`config.mk`:
```
export PLATFORM = sky130hd
export DESIGN_NAME = runtime_settings_decoder
export DESIGN_NICKNAME = d
export VERILOG_FILES = /design/src/hdl/runtime_settings_pkg.sv /design/src/hdl/runtime_settings_decoder.sv /design/src/hdl/edge_flag.sv /design/src/hdl/pin_mux.sv
export SDC_FILE = /design/constraint.sdc
export NUM_CORES = 1
export LEC_CHECK = 0
export BUFFER_PORTS_ARGS = -buffer_cell sky130_fd_sc_hd__buf_2
export CORE_ASPECT_RATIO = 1.2
export CORE_MARGIN = 5
export CORE_UTILIZATION = 35
export DETAILED_ROUTE_END_ITERATION = 8
export SLEW_MARGIN = 0
export SYNTH_ARGS = -nofsm -noshare
export SYNTH_HDL_FRONTEND = slang
export SYNTH_SLANG_ARGS = --single-unit
```
`constraint.sdc`:
```
create_clock -name clk -period 2.55 [get_ports clk]
set_input_delay 0.51 -clock clk [delete_from_list [all_inputs] [get_ports clk]]
set_output_delay 0.51 -clock clk [all_outputs]
set_load 0.05 [all_outputs]
```
`src/hdl/runtime_settings_pkg.sv`:
```
// Constants, field layouts and carrier types for the run-time settings decoder
package runtime_settings_pkg;
   // Command codes and reply status
   localparam logic [7:0] CMD_SET_RUNTIME = 8'h60;
   localparam logic [7:0] STATUS_OK = 8'h00;
   localparam logic [7:0] STATUS_UNKNOWN = 8'h01;
   // Register byte offsets on the bus
   localparam logic [7:0] OFF_CMD0 = 8'h00;
   localparam logic [7:0] OFF_CMD1 = 8'h04;
   localparam logic [7:0] OFF_CMD2 = 8'h08;
   localparam logic [7:0] OFF_GO = 8'h0c;
   localparam logic [7:0] OFF_RESP = 8'h10;
   localparam logic [7:0] OFF_STATE = 8'h14;
   localparam int CMD_WORDS = 3;
   localparam int HTRANS_ACTIVE = 1;
   localparam int STATE_PAD = 19;
   // Byte positions inside the command report
   localparam int BYTE_CODE = 0;
   localparam int BYTE_ADC_REF = 5;
   localparam int BYTE_EDGE = 6;
   localparam int BYTE_PIN_LOAD = 7;
   localparam int BYTE_PIN0 = 8;
   // Bit positions inside those bytes
   localparam int BIT_LOAD = 7;
   localparam int BIT_REF_HI = 2;
   localparam int BIT_REF_LO = 1;
   localparam int BIT_REF_SRC = 0;
   localparam int BIT_RISE_EN = 4;
   localparam int BIT_RISE_VAL = 3;
   localparam int BIT_FALL_EN = 2;
   localparam int BIT_FALL_VAL = 1;
   localparam int BIT_FLAG_CLR = 0;
   localparam int BIT_PIN_VAL = 4;
   localparam int BIT_PIN_DIR = 3;
   localparam int BIT_FUNC_HI = 2;
   localparam int BIT_FUNC_LO = 0;
   localparam logic [7:0] PIN_LOAD_YES = 8'h01;
   // Reference module output: 11 4.096V, 10 2.048V, 01 1.024V, 00 off
   localparam logic [1:0] REF_MOD_OFF = 2'h0;
   localparam logic [2:0] FUNC_GPIO = 3'h0;
   localparam logic [2:0] FUNC_SUSPEND = 3'h1;
   localparam logic [2:0] FUNC_RX_LED = 3'h2;
   typedef struct packed {logic [1:0] mod_sel; logic ref_src;} adc_ref_s;
   typedef struct packed {logic rise_en; logic fall_en;} edge_cfg_s;
   typedef struct packed {logic [2:0] func; logic dir; logic val;} pin_cfg_s;
   localparam adc_ref_s ADC_REF_RESET = '{mod_sel: REF_MOD_OFF, ref_src: 1'b0};
   localparam edge_cfg_s EDGE_CFG_RESET = '{rise_en: 1'b0, fall_en: 1'b0};
   localparam pin_cfg_s PIN_CFG_RESET = '{func: FUNC_GPIO, dir: 1'b1, val: 1'b0};
   typedef enum logic [1:0] {ST_IDLE, ST_EXEC} exec_state_e;
   // Picks one report byte out of the little-endian command words
   function automatic logic [7:0] cmd_byte(input logic [CMD_WORDS-1:0][31:0] words,
                                           input int idx);
      return words[idx / 4][(idx % 4) * 8 +: 8];
   endfunction
endpackage

```
`src/hdl/runtime_settings_decoder.sv`:
```
// Run-time settings command decoder with an AHB-Lite register slave
`timescale 1ns/1ns
`default_nettype none
// Notes on behaviour
// - Report byte 0 holding 0x60 marks a run-time settings command whose later bytes are decoded.
// - Decoded settings live only in volatile flops and return to defaults at every reset.
// - After a command the reply holds the code echoed in byte 0 and in byte 1 status zero for 0x60, one for any other code.
// - Byte 5 bit 7 set applies the reference selection, cleared leaves it alone.
// - Byte 5 bits 2-1 choose the reference module output: 4.096V, 2.048V, 1.024V or off.
// - Byte 5 bit 0 picks the internal reference module when one, the supply when zero.
// - Byte 6 bit 7 must be set for any edge setting or the flag to change.
// - Byte 6 bit 4 lets bit 3 load the rising-edge trigger enable.
// - Byte 6 bit 2 lets bit 1 load the falling-edge trigger enable.
// - Byte 6 bit 0 set clears the latched detection flag, zero leaves it.
// - Byte 7 equal to one loads the pin settings byte, zero keeps the present pin setup.
// - Byte 8 bit 4 is the level driven on the first general pin when it is an output.
// - Byte 8 bit 3 sets that pin's direction, one input and zero output, for plain I/O only.
// - Byte 8 bits 2-0 designate plain I/O, suspend indicator or receive activity LED.
module runtime_settings_decoder (
   input wire logic clk,
   input wire logic reset,
   input wire logic hsel,
   input wire logic [31:0] haddr,
   input wire logic [1:0] htrans,
   input wire logic hwrite,
   input wire logic [2:0] hsize,
   input wire logic [31:0] hwdata,
   input wire logic hready,
   output logic hreadyout,
   output logic [31:0] hrdata,
   output logic hresp,
   input wire logic int_sense,
   input wire logic suspend_indicator,
   input wire logic rx_activity,
   input wire logic first_general_pin_in,
   output logic first_general_pin_out,
   output logic first_general_pin_oe,
   output var runtime_settings_pkg::adc_ref_s adc_ref,
   output logic int_flag
);
   typedef struct packed {
      logic [runtime_settings_pkg::CMD_WORDS-1:0][31:0] cmd;
      runtime_settings_pkg::exec_state_e st;
      runtime_settings_pkg::adc_ref_s adc;
      runtime_settings_pkg::edge_cfg_s edge_cfg;
      runtime_settings_pkg::pin_cfg_s pin;
      logic clr;
      logic [7:0] resp_code;
      logic [7:0] resp_status;
      logic ph_valid;
      logic ph_write;
      logic [7:0] ph_addr;
      logic rd_wait;
      logic [31:0] rdata;
   } dec_state_s;

   dec_state_s s_r, s_nxt;
   logic addr_take;
   logic exec;
   logic set_cmd;
   logic [7:0] b0;
   logic [7:0] b5;
   logic [7:0] b6;
   logic [7:0] b7;
   logic [7:0] b8;
   logic func_legal;
   logic [31:0] rd_mux;

   // Report bytes as seen by the decoder
   assign b0 = runtime_settings_pkg::cmd_byte(s_r.cmd, runtime_settings_pkg::BYTE_CODE);
   assign b5 = runtime_settings_pkg::cmd_byte(s_r.cmd, runtime_settings_pkg::BYTE_ADC_REF);
   assign b6 = runtime_settings_pkg::cmd_byte(s_r.cmd, runtime_settings_pkg::BYTE_EDGE);
   assign b7 = runtime_settings_pkg::cmd_byte(s_r.cmd, runtime_settings_pkg::BYTE_PIN_LOAD);
   assign b8 = runtime_settings_pkg::cmd_byte(s_r.cmd, runtime_settings_pkg::BYTE_PIN0);
   assign exec = (s_r.st == runtime_settings_pkg::ST_EXEC);
   assign set_cmd = exec && (b0 == runtime_settings_pkg::CMD_SET_RUNTIME);
   // Codes 011-111 are don't care and must not disturb the designation
   assign func_legal = (b8[runtime_settings_pkg::BIT_FUNC_HI:runtime_settings_pkg::BIT_FUNC_LO]
                        <= runtime_settings_pkg::FUNC_RX_LED);

   // Address phase is taken only on an active transfer with the bus ready
   assign addr_take = hsel & htrans[runtime_settings_pkg::HTRANS_ACTIVE] & hready;

   // Reads take one wait state so a write just ahead of them is always seen;
   // writes stall only for the single execute cycle, which reads the buffer
   assign hreadyout = ~(s_r.ph_valid & ((~s_r.ph_write & s_r.rd_wait)
                        | (s_r.ph_write & exec)));
   assign hresp = 1'b0;
   assign hrdata = s_r.rdata;
   assign adc_ref = s_r.adc;

   // Read data selection; unmapped offsets read as zero
   always_comb begin
      unique case (s_r.ph_addr)
         runtime_settings_pkg::OFF_CMD0: rd_mux = s_r.cmd[0];
         runtime_settings_pkg::OFF_CMD1: rd_mux = s_r.cmd[1];
         runtime_settings_pkg::OFF_CMD2: rd_mux = s_r.cmd[2];
         runtime_settings_pkg::OFF_RESP: rd_mux = {16'h0000, s_r.resp_status, s_r.resp_code};
         runtime_settings_pkg::OFF_STATE: begin
            rd_mux = {{runtime_settings_pkg::STATE_PAD{1'b0}}, exec, first_general_pin_in,
                      int_flag, s_r.pin, s_r.edge_cfg, s_r.adc};
         end
         default: rd_mux = 32'h0000_0000;
      endcase
   end

   // Bus slave, command buffer and decoder next state
   always_comb begin
      s_nxt = s_r;
      s_nxt.clr = 1'b0;
      // Bus phase tracking
      if (hreadyout) begin
         s_nxt.ph_valid = addr_take;
         s_nxt.ph_write = hwrite;
         s_nxt.ph_addr = haddr[7:0];
         s_nxt.rd_wait = addr_take & ~hwrite;
      end else begin
         s_nxt.rd_wait = 1'b0;
         s_nxt.rdata = rd_mux;
      end
      // Write data phase lands here
      if (s_r.ph_valid && s_r.ph_write && hreadyout) begin
         unique case (s_r.ph_addr)
            runtime_settings_pkg::OFF_CMD0: s_nxt.cmd[0] = hwdata;
            runtime_settings_pkg::OFF_CMD1: s_nxt.cmd[1] = hwdata;
            runtime_settings_pkg::OFF_CMD2: s_nxt.cmd[2] = hwdata;
            runtime_settings_pkg::OFF_GO: s_nxt.st = runtime_settings_pkg::ST_EXEC;
            default: s_nxt.st = s_r.st;
         endcase
      end
      // Execute: decode the report once and post the reply
      unique case (s_r.st)
         runtime_settings_pkg::ST_IDLE: begin
            s_nxt.resp_code = s_r.resp_code;
         end
         runtime_settings_pkg::ST_EXEC: begin
            s_nxt.st = runtime_settings_pkg::ST_IDLE;
            s_nxt.resp_code = b0;
            s_nxt.resp_status = set_cmd ? runtime_settings_pkg::STATUS_OK
                                        : runtime_settings_pkg::STATUS_UNKNOWN;
            if (set_cmd) begin
               // Reference selection, only under its own load bit
               if (b5[runtime_settings_pkg::BIT_LOAD]) begin
                  s_nxt.adc.mod_sel =
                     b5[runtime_settings_pkg::BIT_REF_HI:runtime_settings_pkg::BIT_REF_LO];
                  s_nxt.adc.ref_src = b5[runtime_settings_pkg::BIT_REF_SRC];
               end
               // Edge detection setup and flag clear, gated by the master enable
               if (b6[runtime_settings_pkg::BIT_LOAD]) begin
                  if (b6[runtime_settings_pkg::BIT_RISE_EN]) begin
                     s_nxt.edge_cfg.rise_en = b6[runtime_settings_pkg::BIT_RISE_VAL];
                  end
                  if (b6[runtime_settings_pkg::BIT_FALL_EN]) begin
                     s_nxt.edge_cfg.fall_en = b6[runtime_settings_pkg::BIT_FALL_VAL];
                  end
                  s_nxt.clr = b6[runtime_settings_pkg::BIT_FLAG_CLR];
               end
               // Pin setup; any byte 7 value but one leaves the pin as it is
               if (b7 == runtime_settings_pkg::PIN_LOAD_YES) begin
                  s_nxt.pin.val = b8[runtime_settings_pkg::BIT_PIN_VAL];
                  s_nxt.pin.dir = b8[runtime_settings_pkg::BIT_PIN_DIR];
                  if (func_legal) begin
                     s_nxt.pin.func =
                        b8[runtime_settings_pkg::BIT_FUNC_HI:runtime_settings_pkg::BIT_FUNC_LO];
                  end
               end
            end
         end
      endcase
   end

   // All settings are volatile and fall back to defaults on reset
   always_ff @(posedge clk) begin
      if (reset) begin
         s_r <= '0;
         s_r.st <= runtime_settings_pkg::ST_IDLE;
         s_r.adc <= runtime_settings_pkg::ADC_REF_RESET;
         s_r.edge_cfg <= runtime_settings_pkg::EDGE_CFG_RESET;
         s_r.pin <= runtime_settings_pkg::PIN_CFG_RESET;
      end else begin
         s_r <= s_nxt;
      end
   end

   // Flag clear reaches the detector the cycle after execute
   edge_flag u_edge (
      .clk(clk),
      .reset(reset),
      .sense(int_sense),
      .cfg(s_r.edge_cfg),
      .clear(s_r.clr),
      .flag(int_flag)
   );

   // First general pin driver
   pin_mux u_pin (
      .clk(clk),
      .reset(reset),
      .cfg(s_r.pin),
      .suspend_indicator(suspend_indicator),
      .rx_activity(rx_activity),
      .pin_out(first_general_pin_out),
      .pin_oe(first_general_pin_oe)
   );
endmodule
`default_nettype wire

```
`src/hdl/edge_flag.sv`:
```
// Edge detector with a latched interrupt detection flag
`timescale 1ns/1ns
`default_nettype none
module edge_flag (
   input wire logic clk,
   input wire logic reset,
   input wire logic sense,
   input wire runtime_settings_pkg::edge_cfg_s cfg,
   input wire logic clear,
   output logic flag
);
   typedef struct packed {logic primed; logic prev; logic flag;} edge_state_s;
   edge_state_s s_r, s_nxt;
   logic set_ev;

   // First sample after reset only primes, so a high input is no false rise
   always_comb begin
      set_ev = s_r.primed & ((cfg.rise_en & sense & ~s_r.prev)
               | (cfg.fall_en & ~sense & s_r.prev));
      s_nxt = s_r;
      s_nxt.primed = 1'b1;
      s_nxt.prev = sense;
      s_nxt.flag = set_ev | (s_r.flag & ~clear);
   end

   always_ff @(posedge clk) begin
      if (reset) begin
         s_r <= '0;
      end else begin
         s_r <= s_nxt;
      end
   end

   assign flag = s_r.flag;
endmodule
`default_nettype wire

```
`src/hdl/pin_mux.sv`:
```
// Output driver of the first general pin, by its designated function
`timescale 1ns/1ns
`default_nettype none
module pin_mux (
   input wire logic clk,
   input wire logic reset,
   input wire runtime_settings_pkg::pin_cfg_s cfg,
   input wire logic suspend_indicator,
   input wire logic rx_activity,
   output logic pin_out,
   output logic pin_oe
);
   typedef struct packed {logic out; logic oe;} pin_state_s;
   pin_state_s s_r, s_nxt;

   // Direction only matters for plain I/O; alternate functions always drive
   always_comb begin
      s_nxt = '0;
      unique case (cfg.func)
         runtime_settings_pkg::FUNC_GPIO: begin
            s_nxt.oe = ~cfg.dir;
            s_nxt.out = cfg.val;
         end
         runtime_settings_pkg::FUNC_SUSPEND: begin
            s_nxt.oe = 1'b1;
            s_nxt.out = suspend_indicator;
         end
         runtime_settings_pkg::FUNC_RX_LED: begin
            s_nxt.oe = 1'b1;
            s_nxt.out = rx_activity;
         end
         default: s_nxt = '0;
      endcase
   end

   always_ff @(posedge clk) begin
      if (reset) begin
         s_r <= '0;
      end else begin
         s_r <= s_nxt;
      end
   end

   assign pin_out = s_r.out;
   assign pin_oe = s_r.oe;
endmodule
`default_nettype wire

```
==> impl_metrics.env <==
export IMPL_post_dp_hpwl_um=12100
export IMPL_worstRegToRegCells=4
export IMPL_cts_resized_gates=0
export IMPL_worst_skew_pair_late_latency_ns=0.43
export IMPL_synthFlopType="dfxtp_1"
export IMPL_cts_hold_buf=0
export IMPL_cts_buffers=17
export IMPL_die_width_um=138
export IMPL_crit_required_ns=2.04
export IMPL_pwr_share_comb_pct=3.7
export IMPL_cap_violations=0
export IMPL_finalMaxSlewViolations=0
export IMPL_place_area_sq_um=7370
export IMPL_vias_per_cell=4.99
export IMPL_n_fill_cell=1996
export IMPL_drive_gt1_share_pct=20.8
export IMPL_vias=5193
export IMPL_yosysSeqAreaShare_pct=48.0
export IMPL_grt_setup_unrepaired="false"
export IMPL_detail_route_antenna_nets=0
export IMPL_ff2ff_setup_slack_ns=0.39
export IMPL_ys_ff_latch=165
export IMPL_gp_congestion=0.739
export IMPL_grt_pass1_wl_um=28400
export IMPL_yosys_top_cells_area="dfxtp_1, mux2i_1, nand2_1"
export IMPL_synth_area_mux_share_pct=17.9
export IMPL_rows=56
export IMPL_grt_pass1_vias=5220
export IMPL_yosys_area_share_simple_pct=14.1
export IMPL_synth_compound_area_share_pct=12.4
export IMPL_synth_cell_types=44
export IMPL_yosys_area_share_xor_xnor_pct=0
export IMPL_r2r_end="hrdata[7]$_SDFFE_PP0P_"
export IMPL_skew_ns=0.00761
export IMPL_timing_rr_start="s_r[33]$_SDFFE_PP0N_"
export IMPL_async_reset_ff_share_pct=0
export IMPL_h_tree_depth=4
export IMPL_powerDensity_nw_per_um2=705
export IMPL_antenna_found_initial=2
export IMPL_cts_tree="built"
export IMPL_synth_top_area_cell="dfxtp_1"
export IMPL_yosysMostFrequentCell="dfxtp_1"
export IMPL_cts_buffer_depth=2
export IMPL_outcome="finished clean"
export IMPL_io_buffers=88
export IMPL_clockRootBuffer="clkbuf_16"
export IMPL_arrival_ns=1.73
export IMPL_yosys_area_top_type_share_pct=48.0
export IMPL_endpoint="hreadyout"
export IMPL_period_minus_slack_ns=2.24
export IMPL_grt_ovfl_total=0
export IMPL_wirelength_um=17700
export IMPL_slew_headroom_pct=48.2
export IMPL_switching_share_pct=20.9
export IMPL_synth_common_cells="dfxtp_1, mux2i_1, nand2_1"
export IMPL_grt_max_degree=40
export IMPL_first_pass_iters=4
export IMPL_setup_tns_ns=0
export IMPL_p_int_mw=4.48
export IMPL_ios=118
export IMPL_synth_edf_count=0
export IMPL_postCtsSetupBuffers=0
export IMPL_syn_nets=796
export IMPL_leakage_nw=3.22
export IMPL_syn_instance_count=718
export IMPL_tightest_slew_ns=0.770
export IMPL_die_h_um=164
export IMPL_netSwitchingPower_mw=1.19
export IMPL_clock_sinks=165
export IMPL_wl_per_cell_um=17.0
export IMPL_syn_area_sq_um=6890
export IMPL_syn_avg_cell_area_sq_um=9.59
export IMPL_stdcell_area_sq_um=8040
export IMPL_critical_path_max_fanout=5
export IMPL_clkPwrFrac_pct=50.4
export IMPL_ir_worst_vdd_mv=0.505
export IMPL_drt_iter0_drc=291
export IMPL_endpoint_kind="output pin"
export IMPL_power_frac_seq_pct=45.9
export IMPL_die_area_sq_um=22600
export IMPL_crit_path_start="s_r[41]$_SDFFE_PP0N_"
export IMPL_post_route_period_util_pct=87.9
export IMPL_route_detailed_drc=0
export IMPL_fmax_mhz=446
export IMPL_finalHoldViolCount=0
export IMPL_yosysWarnings=0
export IMPL_final_setup_viol_count=0
export IMPL_holdCritPathClass="input pin to flip-flop"
export IMPL_synthAdderAreaFrac_pct=0
export IMPL_startpoint_type="flip-flop"
export IMPL_clk_pin_slew_ns=0.06
export IMPL_fin_nets=842
export IMPL_start_util_pct=35.4
export IMPL_area_growth_syn_to_layout_pct=16.8
export IMPL_grt_use_total_pct=15.7
export IMPL_criticalPathCategory="flip-flop to output pin"
export IMPL_core_area_sq_um=19500
export IMPL_synth_top_family_by_area="multiplexers"
[worst max-delay path, stage by stage, from the launching register on]
cell and delay (ns):
dfxtp_1 0.40, mux2_2 0.35, and2_1 0.21, inv_1 0.09, buf_2 0.26
[cell usage in the layout, fill, tap and decap left out, drive strengths merged, types with 3 or more instances in the layout]
cell type / count
inv: 4
mux4: 9
mux2i: 102
buf: 113
o22ai: 4
and3: 3
nand2: 95
a21oi: 57
nor3: 7
a22o: 23
dfxtp: 165
nor2: 82
bufinv: 5
o21ai: 12
nor2b: 3
nand4: 4
nand3: 6
nor4: 6
o2bb2ai: 19
a22oi: 9
clkbuf: 21
clkinv: 5
[routing by layer]
metal | wire [um] | GRT usage, % | vias up | share of wire [%]
li1 | - | - | 2571 | -
met1 | 7560 | 18.4 | 2490 | 43
met2 | 9020 | 28.2 | 100 | 51
met3 | 696 | 3.37 | 32 | 3.9
met4 | 430 | 6.02 | 0 | 2.4
met5 | 0 | 0 | - | 0
[how the worst min path moves through the flow]
stage	from	endpoint	slack (ns)	cells past startpoint
2_1_floorplan	b6[0]$_SDFFE_PP0P_	s_r[59]$_SDFF_PP0_	0.43	2
3_3_place_gp	s_r[82]$_SDFFE_PP0P_	s_r[82]$_SDFFE_PP0P_	0.44	2
3_5_place_dp	s_r[100]$_SDFFE_PP0P_	s_r[100]$_SDFFE_PP0P_	0.45	2
4_1_cts	hwrite	s_r[32]$_SDFF_PP0_	0.28	2
5_1_grt	hwrite	s_r[32]$_SDFF_PP0_	0.29	2
6_report	hwrite	s_r[32]$_SDFF_PP0_	0.29	2
[layout make-up]
type | count | area, sq um | share of cell area [%]
clock inverters | 11 | 198 | 2.46
multi-input cells | 463 | 3070 | 38.2
repair buffers | 113 | 656 | 8.15
clock buffers | 21 | 470 | 5.85
diodes | 2 | 5.00 | 0.0622
flip-flops and latches | 165 | 3300 | 41.1
well taps | 261 | 327 | 4.06
inverters | 4 | 15.0 | 0.187
[power groups by stage]
stage / clock [mW] / sequential, mW / combinational [mW]
finish: 2.86 / 2.60 / 0.211
global route: 3.03 / 2.60 / 0.229
CTS: 2.91 / 2.60 / 0.214
detailed placement: 0 / 2.66 / 0.213
global placement: 0 / 2.66 / 0.214
floorplan: 0 / 2.65 / 0.118
[sequential cells by signal (all words and copies together), names as in the netlist]
name / cells
u_edge.flag: 1
adc_ref: 3
s_r: 85
b5: 8
b7: 8
b8: 8
b0: 8
b6: 8
u_pin.pin_oe: 1
hrdata: 32
u_edge.s_r: 2
u_pin.pin_out: 1
[logic make-up (layout without fill, tap and decap cells)]
logic type / after synthesis / count (layout)
simple gates: 220 / 220
flops: 165 / 165
compound gates: 130 / 130
mux: 112 / 112
buf+inv: 90 / 149
other cells: 1 / 3
[through the flow]
| step | setup slack, ns | instances | util (%) | power [mW] | hold slack, ns |
|---|---|---|---|---|---|
| floorplan | 0.348 | 718 | - | 2.77 | 0.427 |
| detailed placement | 0.394 | 1006 | 37.8 | 2.87 | 0.448 |
| finish | 0.309 | 1040 | 41.3 | 5.67 | 0.286 |
| CTS | 0.281 | 1038 | 41.3 | 5.73 | 0.283 |
| global placement | 0.426 | 1006 | 37.8 | 2.87 | 0.441 |
| global route | 0.200 | 1040 | 41.3 | 5.86 | 0.290 |
Power figures use the tool's default switching activity.
